==> config.mk <==
export PLATFORM = sky130hd
export DESIGN_NAME = scan_device_flat
export DESIGN_NICKNAME = d
export VERILOG_FILES = /design/src/scan_pkg.sv /design/src/scan_if.sv /design/src/scan_device.sv /design/src/flat_wrapper.sv
export SDC_FILE = /design/constraint.sdc
export NUM_CORES = 1
export LEC_CHECK = 0
export CORE_UTILIZATION = 40
export DETAILED_ROUTE_END_ITERATION = 8
export DONT_BUFFER_PORTS = 1
export GPL_TIMING_DRIVEN = 0
export SYNTH_ARGS = -nofsm -noshare
export SYNTH_HDL_FRONTEND = slang
export SYNTH_SLANG_ARGS = --single-unit
==> constraint.sdc <==
create_clock -name clk -period 2.2 [get_ports clk]
set_input_delay 0.11 -clock clk [delete_from_list [all_inputs] [get_ports clk]]
set_output_delay 0.11 -clock clk [all_outputs]
set_load 0.02 [all_outputs]
==> src/scan_pkg.sv <==
package scan_pkg;
    localparam int IR_WIDTH       = 3;
    localparam int ID_WIDTH       = 32;
    localparam int BSR_LEN_SMALL  = 85;
    localparam int BSR_LEN_FINE   = 89;
    localparam int RESET_TMS_EDGES = 5;
    localparam int CLK_PERIOD_NS   = 25;
    localparam int TCK_HALF_NS     = 100;
    localparam int TCK_HALF_CYCLES = TCK_HALF_NS / CLK_PERIOD_NS;
    localparam logic [1:0] IR_CAPTURE_PATTERN = 2'h1;
    localparam logic       OE_CELL_RESET      = 1'b1;
    // id value arbitrary, bit 0 marks presence
    localparam logic [31:0] ID_WORD_DEFAULT = 32'h1234_5ABD;

    typedef enum logic [2:0] {
        INS_EXT_TEST   = 3'h0,
        INS_IDENT      = 3'h1,
        INS_SAMPLE_HIZ = 3'h2,
        INS_SAMPLE_PRE = 3'h4,
        INS_BYPASS     = 3'h7
    } instr_type;

    typedef enum logic [3:0] {
        ST_RESET, ST_IDLE, ST_SEL_DR, ST_CAP_DR, ST_SHIFT_DR, ST_EXIT1_DR,
        ST_PAUSE_DR, ST_EXIT2_DR, ST_UPD_DR, ST_SEL_IR, ST_CAP_IR,
        ST_SHIFT_IR, ST_EXIT1_IR, ST_PAUSE_IR, ST_EXIT2_IR, ST_UPD_IR
    } tap_state_type;

    function automatic tap_state_type tap_next(tap_state_type s, logic tms);
        tap_state_type n;
        n = ST_RESET;
        unique case (s)
            ST_RESET:    n = tms ? ST_RESET : ST_IDLE;
            ST_IDLE:     n = tms ? ST_SEL_DR : ST_IDLE;
            ST_SEL_DR:   n = tms ? ST_SEL_IR : ST_CAP_DR;
            ST_CAP_DR:   n = tms ? ST_EXIT1_DR : ST_SHIFT_DR;
            ST_SHIFT_DR: n = tms ? ST_EXIT1_DR : ST_SHIFT_DR;
            ST_EXIT1_DR: n = tms ? ST_UPD_DR : ST_PAUSE_DR;
            ST_PAUSE_DR: n = tms ? ST_EXIT2_DR : ST_PAUSE_DR;
            ST_EXIT2_DR: n = tms ? ST_UPD_DR : ST_SHIFT_DR;
            ST_UPD_DR:   n = tms ? ST_SEL_DR : ST_IDLE;
            ST_SEL_IR:   n = tms ? ST_RESET : ST_CAP_IR;
            ST_CAP_IR:   n = tms ? ST_EXIT1_IR : ST_SHIFT_IR;
            ST_SHIFT_IR: n = tms ? ST_EXIT1_IR : ST_SHIFT_IR;
            ST_EXIT1_IR: n = tms ? ST_UPD_IR : ST_PAUSE_IR;
            ST_PAUSE_IR: n = tms ? ST_EXIT2_IR : ST_PAUSE_IR;
            ST_EXIT2_IR: n = tms ? ST_UPD_IR : ST_SHIFT_IR;
            ST_UPD_IR:   n = tms ? ST_SEL_DR : ST_IDLE;
        endcase
        return n;
    endfunction
endpackage

==> src/scan_if.sv <==
`timescale 1ns/1ps
interface scan_if;
    logic tck;
    logic tms;
    logic tdi;
    logic tdo_o;
    logic tdo_oe_n;

    modport device (
        input  tck,
        input  tms,
        input  tdi,
        output tdo_o,
        output tdo_oe_n
    );
    modport controller (
        output tck,
        output tms,
        output tdi,
        input  tdo_o,
        input  tdo_oe_n
    );
endinterface

==> src/scan_device.sv <==
`timescale 1ns/1ps
// How it works
// three-bit instruction register, eight codes
// instruction shifted in, applied at Update-IR
// external test drives preload, selects boundary chain
// identification word shifted out in Shift-DR
// reset and Test-Logic-Reset load identification
// sample high-z tristates outputs, selects boundary
// sample/preload captures pins at Capture-DR
// captured boundary data shifted out afterwards
// shifted pattern latched onto parallel outputs
// capture shifts out while preload shifts in
// bypass puts one-bit register in chain
// output-enable cell at last chain position
// external test: enable cell gates output bus
// enable cell shifted, latched at Update-DR
// enable cell latch preset high at reset
// controller loads reserved codes too, applied at Update-IR
// reserved codes behave as bypass
// codes 000,001,010,100,111; rest reserved
// five tms-high edges reset the controller
// Capture-IR loads 01 into low bits
// sample on rising, tdo on falling; msb in
module scan_device
    import scan_pkg::*;
#(
    parameter int          BSR_LEN = BSR_LEN_SMALL,
    parameter logic [31:0] ID_WORD = ID_WORD_DEFAULT
) (
    input  wire logic               clk,
    input  wire logic               rst_n,
    scan_if.device                  port,
    input  wire logic [BSR_LEN-2:0] pin_sample,
    output logic      [BSR_LEN-2:0] pin_drive,
    output logic                    pin_drive_en,
    output logic                    mem_out_en,
    output logic [scan_pkg::IR_WIDTH-1:0] instr_active
);
    import scan_pkg::*;

    logic [2:0] tck_s_q, tms_s_q, tdi_s_q;
    logic       rise, fall;
    tap_state_type      state_q;
    logic [IR_WIDTH-1:0] ir_q, ir_shift_q;
    logic [ID_WIDTH-1:0] id_q;
    logic [BSR_LEN-1:0]  bsr_q, preload_q;
    logic                byp_q, tdo_q, tdo_oe_n_q;
    logic                sel_bsr, sel_id, sel_chain;
    logic                tdo_d;
    logic [BSR_LEN-2:0]  pin_s1_q, pin_s2_q;

    // pins belong to the memory's domain: two flops before capture
    always_ff @(posedge clk or negedge rst_n) begin
        if (!rst_n) begin
            pin_s1_q <= '0;
            pin_s2_q <= '0;
        end else begin
            pin_s1_q <= pin_sample;
            pin_s2_q <= pin_s1_q;
        end
    end

    // two-stage sync, third stage for edge detect
    always_ff @(posedge clk or negedge rst_n) begin
        if (!rst_n) begin
            tck_s_q <= 3'h0;
            tms_s_q <= 3'h7;
            tdi_s_q <= 3'h7;
        end else begin
            tck_s_q <= {tck_s_q[1:0], port.tck};
            tms_s_q <= {tms_s_q[1:0], port.tms};
            tdi_s_q <= {tdi_s_q[1:0], port.tdi};
        end
    end
    assign rise = tck_s_q[1] & ~tck_s_q[2];
    assign fall = ~tck_s_q[1] & tck_s_q[2];

    always_ff @(posedge clk or negedge rst_n) begin
        if (!rst_n) begin
            state_q <= ST_RESET;
        end else if (rise) begin
            state_q <= tap_next(state_q, tms_s_q[1]);
        end
    end

    always_ff @(posedge clk or negedge rst_n) begin
        if (!rst_n) begin
            ir_shift_q <= IR_WIDTH'(INS_IDENT);
            ir_q       <= IR_WIDTH'(INS_IDENT);
        end else if (rise) begin
            unique case (state_q)
                ST_RESET:    ir_q <= IR_WIDTH'(INS_IDENT);
                ST_CAP_IR:   ir_shift_q <= {1'b0, IR_CAPTURE_PATTERN};
                ST_SHIFT_IR: ir_shift_q <= {tdi_s_q[1],
                                            ir_shift_q[IR_WIDTH-1:1]};
                ST_UPD_IR:   ir_q <= ir_shift_q;
                default: ;
            endcase
        end
    end

    assign sel_bsr = (ir_q == INS_EXT_TEST) || (ir_q == INS_SAMPLE_HIZ)
                  || (ir_q == INS_SAMPLE_PRE);
    assign sel_id  = (ir_q == INS_IDENT);
    // anything else, reserved codes included, is bypass
    assign sel_chain = sel_bsr | sel_id;

    always_ff @(posedge clk or negedge rst_n) begin
        if (!rst_n) begin
            id_q  <= '0;
            byp_q <= 1'b0;
            bsr_q <= '0;
        end else if (rise) begin
            if (state_q == ST_CAP_DR) begin
                id_q  <= ID_WORD;
                byp_q <= 1'b0;
                if (sel_bsr) begin
                    bsr_q <= {preload_q[BSR_LEN-1], pin_s2_q};
                end
            end else if (state_q == ST_SHIFT_DR) begin
                id_q  <= {tdi_s_q[1], id_q[ID_WIDTH-1:1]};
                byp_q <= tdi_s_q[1];
                if (sel_bsr) begin
                    bsr_q <= {tdi_s_q[1], bsr_q[BSR_LEN-1:1]};
                end
            end
        end
    end

    // preload stage, enable cell at msb
    always_ff @(posedge clk or negedge rst_n) begin
        if (!rst_n) begin
            preload_q <= {OE_CELL_RESET, {(BSR_LEN-1){1'b0}}};
        end else if (rise && state_q == ST_RESET) begin
            preload_q[BSR_LEN-1] <= OE_CELL_RESET;
        end else if (rise && state_q == ST_UPD_DR && sel_bsr) begin
            preload_q <= bsr_q;
        end
    end

    // serial out source; reserved codes fall through to bypass
    always_comb begin
        tdo_d = byp_q;
        if (state_q == ST_SHIFT_IR) begin
            tdo_d = ir_shift_q[0];
        end else if (sel_chain) begin
            tdo_d = sel_bsr ? bsr_q[0] : id_q[0];
        end
    end

    always_ff @(posedge clk or negedge rst_n) begin
        if (!rst_n) begin
            tdo_q      <= 1'b0;
            tdo_oe_n_q <= 1'b1;
        end else if (fall) begin
            tdo_oe_n_q <= !(state_q == ST_SHIFT_DR
                            || state_q == ST_SHIFT_IR);
            tdo_q <= tdo_d;
        end
    end
    assign port.tdo_o    = tdo_q;
    assign port.tdo_oe_n = tdo_oe_n_q;

    assign pin_drive    = preload_q[BSR_LEN-2:0];
    assign pin_drive_en = (ir_q == INS_EXT_TEST);
    assign mem_out_en   = (ir_q == INS_SAMPLE_HIZ) ? 1'b0 :
                          (ir_q == INS_EXT_TEST) ? preload_q[BSR_LEN-1]
                                                 : 1'b1;
    assign instr_active = ir_q;
endmodule

==> src/flat_wrapper.sv <==
// flat-port wrapper written by rule: the top's interface ports become plain ports
module scan_device_flat import scan_pkg::*;
#(
    parameter int          BSR_LEN = BSR_LEN_SMALL,
    parameter logic [31:0] ID_WORD = ID_WORD_DEFAULT
)
  (clk, rst_n, pin_sample, pin_drive, pin_drive_en, mem_out_en, instr_active, port_tck, port_tms, port_tdi, port_tdo_o, port_tdo_oe_n);
  scan_if port_i ();
  input  wire logic clk;
  input  wire logic rst_n;
  input  wire logic [BSR_LEN-2:0] pin_sample;
  output logic      [BSR_LEN-2:0] pin_drive;
  output logic pin_drive_en;
  output logic mem_out_en;
  output logic [scan_pkg::IR_WIDTH-1:0] instr_active;
  input wire logic [$bits(port_i.tck)-1:0] port_tck;
  input wire logic [$bits(port_i.tms)-1:0] port_tms;
  input wire logic [$bits(port_i.tdi)-1:0] port_tdi;
  output wire logic [$bits(port_i.tdo_o)-1:0] port_tdo_o;
  output wire logic [$bits(port_i.tdo_oe_n)-1:0] port_tdo_oe_n;
  assign port_i.tck = port_tck;
  assign port_i.tms = port_tms;
  assign port_i.tdi = port_tdi;
  assign port_tdo_o = port_i.tdo_o;
  assign port_tdo_oe_n = port_i.tdo_oe_n;
  scan_device #(.BSR_LEN(BSR_LEN), .ID_WORD(ID_WORD)) u_core (.clk(clk), .rst_n(rst_n), .port(port_i), .pin_sample(pin_sample), .pin_drive(pin_drive), .pin_drive_en(pin_drive_en), .mem_out_en(mem_out_en), .instr_active(instr_active));
endmodule
==> results.txt, run 1 <==
# rows: 68
Worst-Margin Slew: 0.904 ns
drt pass-1 iters: 4
Fillers: 3,006
worst clock skew: 0.0227 ns
post-CTS sizing: 0
Setup crit start: u_core.instr_active[1]$_DFFE_PN0P_
grt total ovfl: 0
Slew headroom: 39.8%
CP peak stage delay: 0.53 ns
largest net degree at the start of global routing: 390
syn_area_per_cell: 13.5 sq um
async set-reset flop share out of synthesis: 100%
Hold WC Path Type: in2async
Worst EP arrival: 2.41 ns
Max Slew Vio Count: 0
Max clock buf depth: 3
initial antenna violation count: 1
Core Box Area: 0.0348 sq mm
Layout Nets: 1,275
FF-to-FF Start: u_core.instr_active[1]$_DFFE_PN0P_
cts hold-fix bufs: 87
Yosys warning count: 0
Crit. End Element: flip-flop
synthesized instance count: 1,055
startpoint types: flip-flop
CP max-delay cell: dfrtp_1
IO Port Bufs: 0
Clock Sinks: 389
post-synthesis sequential area ratio: 68.5%
peak supply drop: 0.646 mV
DP HPWL: 16,700 um
starting density of the core: 40.9%
number of enable flip-flop cells after synthesis: 0
crit path capture: u_core.preload_q[49]$_DFFE_PN0P_
Tcrit/Tclk final: 91.4%
Die Y: 191 um
final setup vio count: 0
# Max-Cap Violations: 0
Iteration-0 DRC Markers: 329
Area Growth Syn to Fin: 20.1%
root buf cell: clkbuf_16
first-pass GRT wire length: 43,900 um
WL/cell: 16.2 um
outcome: complete, but fails checks
RSZ-0062 raised after global routing: no
crit-path cells: a21oi_2 > nand4_1 > buf_4 > buf_6 > mux2_1
final core occ: 49.1%
Setup TNS: 0 ns
PwrDens: 1030 mW/mm^2
Netlist cell types: 44
vias: 7,928
Worst Path Required: 2.60 ns
crit path max fanout: 10
RR Endpoint: u_core.preload_q[49]$_DFFE_PN0P_
die area: 0.0363 sq mm
total power draw: 17,600 uW
Mapped Nets: 1,144
worst skew pair latency: 0.54 ns
Post-Layout Inst Area: 0.0171 sq mm
Main synth FF type: dfrtp_1
dpl cell area: 0.0148 sq mm
area used by multi-input combinational logic: 0.00350 sq mm
worst reg-to-reg setup slack: 0.19 ns
GRT Total Usage: 15.4%
Static Leakage: 0.00781 uW
FF/Latch Area: 0.00974 sq mm
final wirelength: 27,100 um
DRC: 0
FF+latch count, synth: 389
CTS H-tree depth: 2
total CTS buffers: 42
TritonCTS clock tree: done
Hold Vio Cnt, Final: 389
I/O pin total: 180
kind of critical path: reg2reg
number of global-route vias before repair: 8,113
vias per cell: 4.74
Post-CTS Setup Inserts: 0
Synth Cell Area: 0.0142 sq mm
post-route minimum period: 2.01 ns
routability cong.: 0.785
ratio of cells with drive above 1 in the final layout: 19.2%
Max Freq: 497 MHz
worst r2r path cells: 5
failing checks: negative hold slack
final antenna-violating net count: 0
Hold Slack: -0.729 ns
antenna fix cells: 0
clock-pin transition on the worst setup and hold timing paths: 0.06 ns
chip width: 191 um
==> worst min path at each step <==
stage               slack [ns]  depth (start not counted)                                to
global placement         -0.17                          0     u_core.pin_s1_q[75]$_DFF_PN0_
finish                   -0.73                          0      u_core.bsr_q[77]$_DFFE_PN0P_
global route             -0.77                          0     u_core.pin_s1_q[75]$_DFF_PN0_
CTS                      -0.76                          0     u_core.pin_s1_q[74]$_DFF_PN0_
detailed placement       -0.18                          0  u_core.preload_q[77]$_DFFE_PN0P_
floorplan                -0.19                          0       u_core.bsr_q[0]$_DFFE_PN0P_
==> final cells by class <==
cell class              instances  area share, %
multi-input cells             526           20.5
clock inverters                15           1.07
clock buffers                  59           7.25
inverters                       2         0.0439
repair buffers                 87           5.10
plain buffers                 138           5.66
flip-flops and latches        389           57.0
well taps                     455           3.33
==> placed cells by master, fill, tap and decap left out, drive strengths merged, types with 2 or more instances in the layout <==
cell         instances
bufinv               4
nor2b                9
a22o                 2
mux2                86
nor3                 2
o21ai              125
nand2b               3
mux2i               85
clkbuf              75
nand2              148
a21oi               12
clkinvlp             3
nand4                2
o211ai               3
and3                 2
clkinv               8
a211oi               2
buf                122
dfstp                8
nor3b                3
nor2                26
inv                  2
o22ai                3
dfrtp              381
nand3                2
dlygate4sd3         87
==> layer usage <==
layer	vias to the layer above	wire [um]	global-route usage (%)
li1	3731	-	-
met1	3975	12500	21.2
met4	0	668	5.42
met2	171	12500	24.0
met3	51	1400	3.48
met5	-	0	0
==> state kept, by name, summed over array words and instances (netlist names) <==
name	flops
u_core.bsr_q	85
u_core.id_q	31
u_core.tdi_s_q	2
u_core.pin_s1_q	84
u_core.tms_s_q	2
u_core.instr_active	3
u_core.state_q	4
u_core.ir_shift_q	3
u_core.port.tdo_oe_n	1
u_core.tck_s_q	3
u_core.byp_q	1
u_core.pin_s2_q	84
u_core.port.tdo_o	1
u_core.preload_q	85
==> cells by family after synthesis <==
family / Yosys count / share of synthesized area, %
flops: 389 / 68.5
buf+inv: 140 / 6.85
mux: 171 / 12.8
compound gates: 153 / 5.82
simple gates: 202 / 6.02
==> critical path, delay by kind of cell, from the launching register on <==
kind / cells / cell delay (ns)
buf+inv: 2 / 0.45
flops: 1 / 0.53
compound gates: 1 / 0.37
simple gates: 1 / 0.20
mux: 1 / 0.31
==> synth_stat cells, types with 3 or more instances <==
cell type | n | share of area [%]
dfrtp_1 | 381 | 67
nor2_1 | 25 | 0.66
buf_4 | 97 | 5.1
nand2b_1 | 3 | 0.13
o21ai_1 | 95 | 3.3
clkbuf_2 | 3 | 0.11
o22ai_1 | 3 | 0.13
a21oi_1 | 11 | 0.39
o21ai_0 | 29 | 1.0
clkbuf_1 | 13 | 0.34
mux2i_1 | 85 | 6.0
dfstp_2 | 8 | 1.5
nor2b_1 | 8 | 0.35
buf_6 | 8 | 0.63
mux2_2 | 26 | 2.1
buf_2 | 17 | 0.60
mux2_1 | 60 | 4.8
nand2_1 | 148 | 3.9
==> where the power goes <==
group | switching [uW] | internal (uW) | leakage (uW)
Clock | 2760 | 4390 | 0.000695
Sequential | 432 | 7820 | 0.00499
Combinational | 1200 | 966 | 0.00212
==> stage by stage <==
step | std cells | hold WS, ns | setup WS, ns
floorplan | 1055 | -0.186 | 0.511
global placement | 1510 | -0.174 | 0.194
detailed placement | 1510 | -0.176 | 0.173
CTS | 1671 | -0.760 | 0.156
global route | 1671 | -0.765 | 0.0849
finish | 1671 | -0.729 | 0.189
Power figures use the tool's default switching activity.
==> run 2, diff against run 1 <==
GPL_ROUTABILITY_DRIVEN = 0   (was default)
RECOVER_POWER = 25   (was default)
SETUP_SLACK_MARGIN = 0.5   (was default)
==> run 2 against run 1 <==
  * The flow still finishes with violations (negative hold slack)
  * Setup slack better by 0.21 ns
  * Via count up 3.9%
  * Routed wire length up 9.9%
  * Sequential share of layout area down 4.6 points
  * Non-clock buffer count up 36
  * Total power up 3.5%
  * Clock power about the same
  * Combinational power up 25%
  * Global-route usage up 0.30 points
  * Clock skew down 0.00053 ns
  * Largest cell class unchanged
  * Highest routed layer unchanged
==> results.txt, run 2 (synthesis results as in run 1) <==
outcome: complete, but fails checks
failing checks: negative hold slack
CTS H-tree depth: 2
worst slack, placed: 0.173 ns
# Max-Cap Violations: 0
Hold Vio Cnt, Final: 389
Iteration-0 DRC Markers: 348
IO Port Bufs: 0
commonest non-fill, non-tap cell in the layout: dfrtp_1
die area: 0.0363 sq mm
Max clock buf depth: 3
PnR worst setup slack: 0.404 ns
root buf cell: clkbuf_16
RR Endpoint: u_core.preload_q[48]$_DFFE_PN0P_
I/O pin total: 180
worst r2r path cells: 6
DRC: 0
FF-to-FF Start: u_core.instr_active[1]$_DFFE_PN0P_
worst clock skew: 0.0221 ns
total power draw: 18,200 uW
Static Leakage: 0.00850 uW
startpoint types: flip-flop
Setup TNS: 0 ns
vias: 8,241
Max Slew Vio Count: 0
DP HPWL: 16,700 um
Hold Slack: -0.729 ns
Worst-Margin Slew: 0.879 ns
area used by multi-input combinational logic: 0.00406 sq mm
GRT Total Usage: 15.7%
starting density of the core: 40.9%
worst reg-to-reg setup slack: 0.40 ns
clock-pin transition on the worst setup and hold timing paths: 0.06 ns
Clock Sinks: 389
crit path max fanout: 8
Crit. End Element: flip-flop
ratio of cells with drive above 1 in the final layout: 34.5%
Hold WC Path Type: in2async
Fillers: 2,852
number of global-route vias before repair: 8,216
first-pass GRT wire length: 44,700 um
Max Freq: 557 MHz
Layout Nets: 1,311
Largest regs: u_core.bsr_q x85, u_core.preload_q x85
Worst Path Required: 2.61 ns
commonest cells after routing, fill and taps aside: dfrtp_1 (376), buf_4 (98), dlygate4sd3_1 (87)
Tcrit/Tclk final: 81.6%
Slew headroom: 41.4%
PwrDens: 978 mW/mm^2
Die Y: 191 um
worst skew pair latency: 0.54 ns
Post-Layout Inst Area: 0.0186 sq mm
grt total ovfl: 0
RSZ-0062 raised after global routing: yes
peak supply drop: 0.638 mV
FF/Latch Area: 0.00975 sq mm
total CTS buffers: 42
drt pass-1 iters: 4
Worst EP arrival: 2.20 ns
vias per cell: 4.83
dpl cell area: 0.0148 sq mm
WL/cell: 17.4 um
antenna fix cells: 0
final antenna-violating net count: 0
initial antenna violation count: 0
# rows: 68
final wirelength: 29,800 um
post-route minimum period: 1.80 ns
final setup vio count: 0
Core Box Area: 0.0348 sq mm
chip width: 191 um
kind of critical path: reg2reg
cts hold-fix bufs: 87
TritonCTS clock tree: done
Area Growth Syn to Fin: 30.7%
largest net degree at the start of global routing: 390
run 2: cell types whose count changed in the layout (fill, tap and decap cells not counted), moves of 11 or more:
| cell | change |
|---|---|
| buf_12 | +15 |
| o21ai_2 | +22 |
| buf_2 | -11 |
| mux2_1 | -40 |
| nand2_1 | -75 |
| nand2_4 | +15 |
| o21ai_1 | -21 |
| clkbuf_16 | +16 |
| mux2_4 | +40 |
| nand2_2 | +60 |
run 2: power by group:
part           internal, uW  leakage [uW]  switching [uW]
Combinational          1340       0.00283            1350
Clock                  4390      0.000695            2780
Sequential             7820       0.00498             502
run 2: what timing repair did:
action,in CTS,in global routing
cloned,2,16
setup buffers,7,11
pin swaps,3,48
endpoints found under the hold margin,476,389
endpoints found under the setup margin,197,208
gates resized for setup,73,199
run 2: how the worst max path moves through the flow:
| stage | cells past startpoint | startpoint | to |
|---|---|---|---|
| floorplan | 5 | u_core.instr_active[1]$_DFFE_PN0P_ | u_core.preload_q[23]$_DFFE_PN0P_ |
| global placement | 5 | u_core.state_q[2]$_DFFE_PN0P_ | u_core.bsr_q[76]$_DFFE_PN0P_ |
| detailed placement | 6 | u_core.state_q[1]$_DFFE_PN0P_ | u_core.bsr_q[76]$_DFFE_PN0P_ |
| CTS | 5 | u_core.instr_active[2]$_DFFE_PN0P_ | u_core.preload_q[49]$_DFFE_PN0P_ |
| global route | 7 | u_core.state_q[3]$_DFFE_PN0P_ | u_core.bsr_q[44]$_DFFE_PN0P_ |
| finish | 6 | u_core.instr_active[1]$_DFFE_PN0P_ | u_core.preload_q[48]$_DFFE_PN0P_ |
run 2: area by class of cell:
cell class | count | area share [%]
Sequential cell | 389 | 52.5
Multi-Input combinational cell | 526 | 21.9
Timing Repair Buffer | 123 | 8.15
Buffer | 138 | 6.79
Clock buffer | 59 | 6.66
Tap cell | 455 | 3.06
Clock inverter | 15 | 0.983
Inverter | 2 | 0.0404
run 2: worst max-delay path, cell delays in order, from the launching register on:
cell	delay, ns
dfrtp_2	0.50
a21oi_4	0.23
nand4_1	0.13
buf_6	0.17
buf_12	0.16
clkbuf_16	0.17
mux2_4	0.29
run 2: stage by stage:
| stage | std cells | util, % |
|---|---|---|
| after floorplan | 1055 | - |
| after global placement | 1510 | 42.5 |
| after detailed placement | 1510 | 42.5 |
| after CTS | 1680 | 50.2 |
| after global routing | 1707 | 53.4 |
| final | 1707 | 53.4 |
run 2: routing by layer:
| layer | track usage [%] | wire length, um | vias up |
|---|---|---|---|
| met2 | 24.6 | 14300 | 165 |
| met3 | 3.46 | 1560 | 53 |
| met1 | 21.6 | 13300 | 4207 |
| li1 | - | - | 3816 |
| met4 | 5.32 | 678 | 0 |
| met5 | 0 | 0 | - |
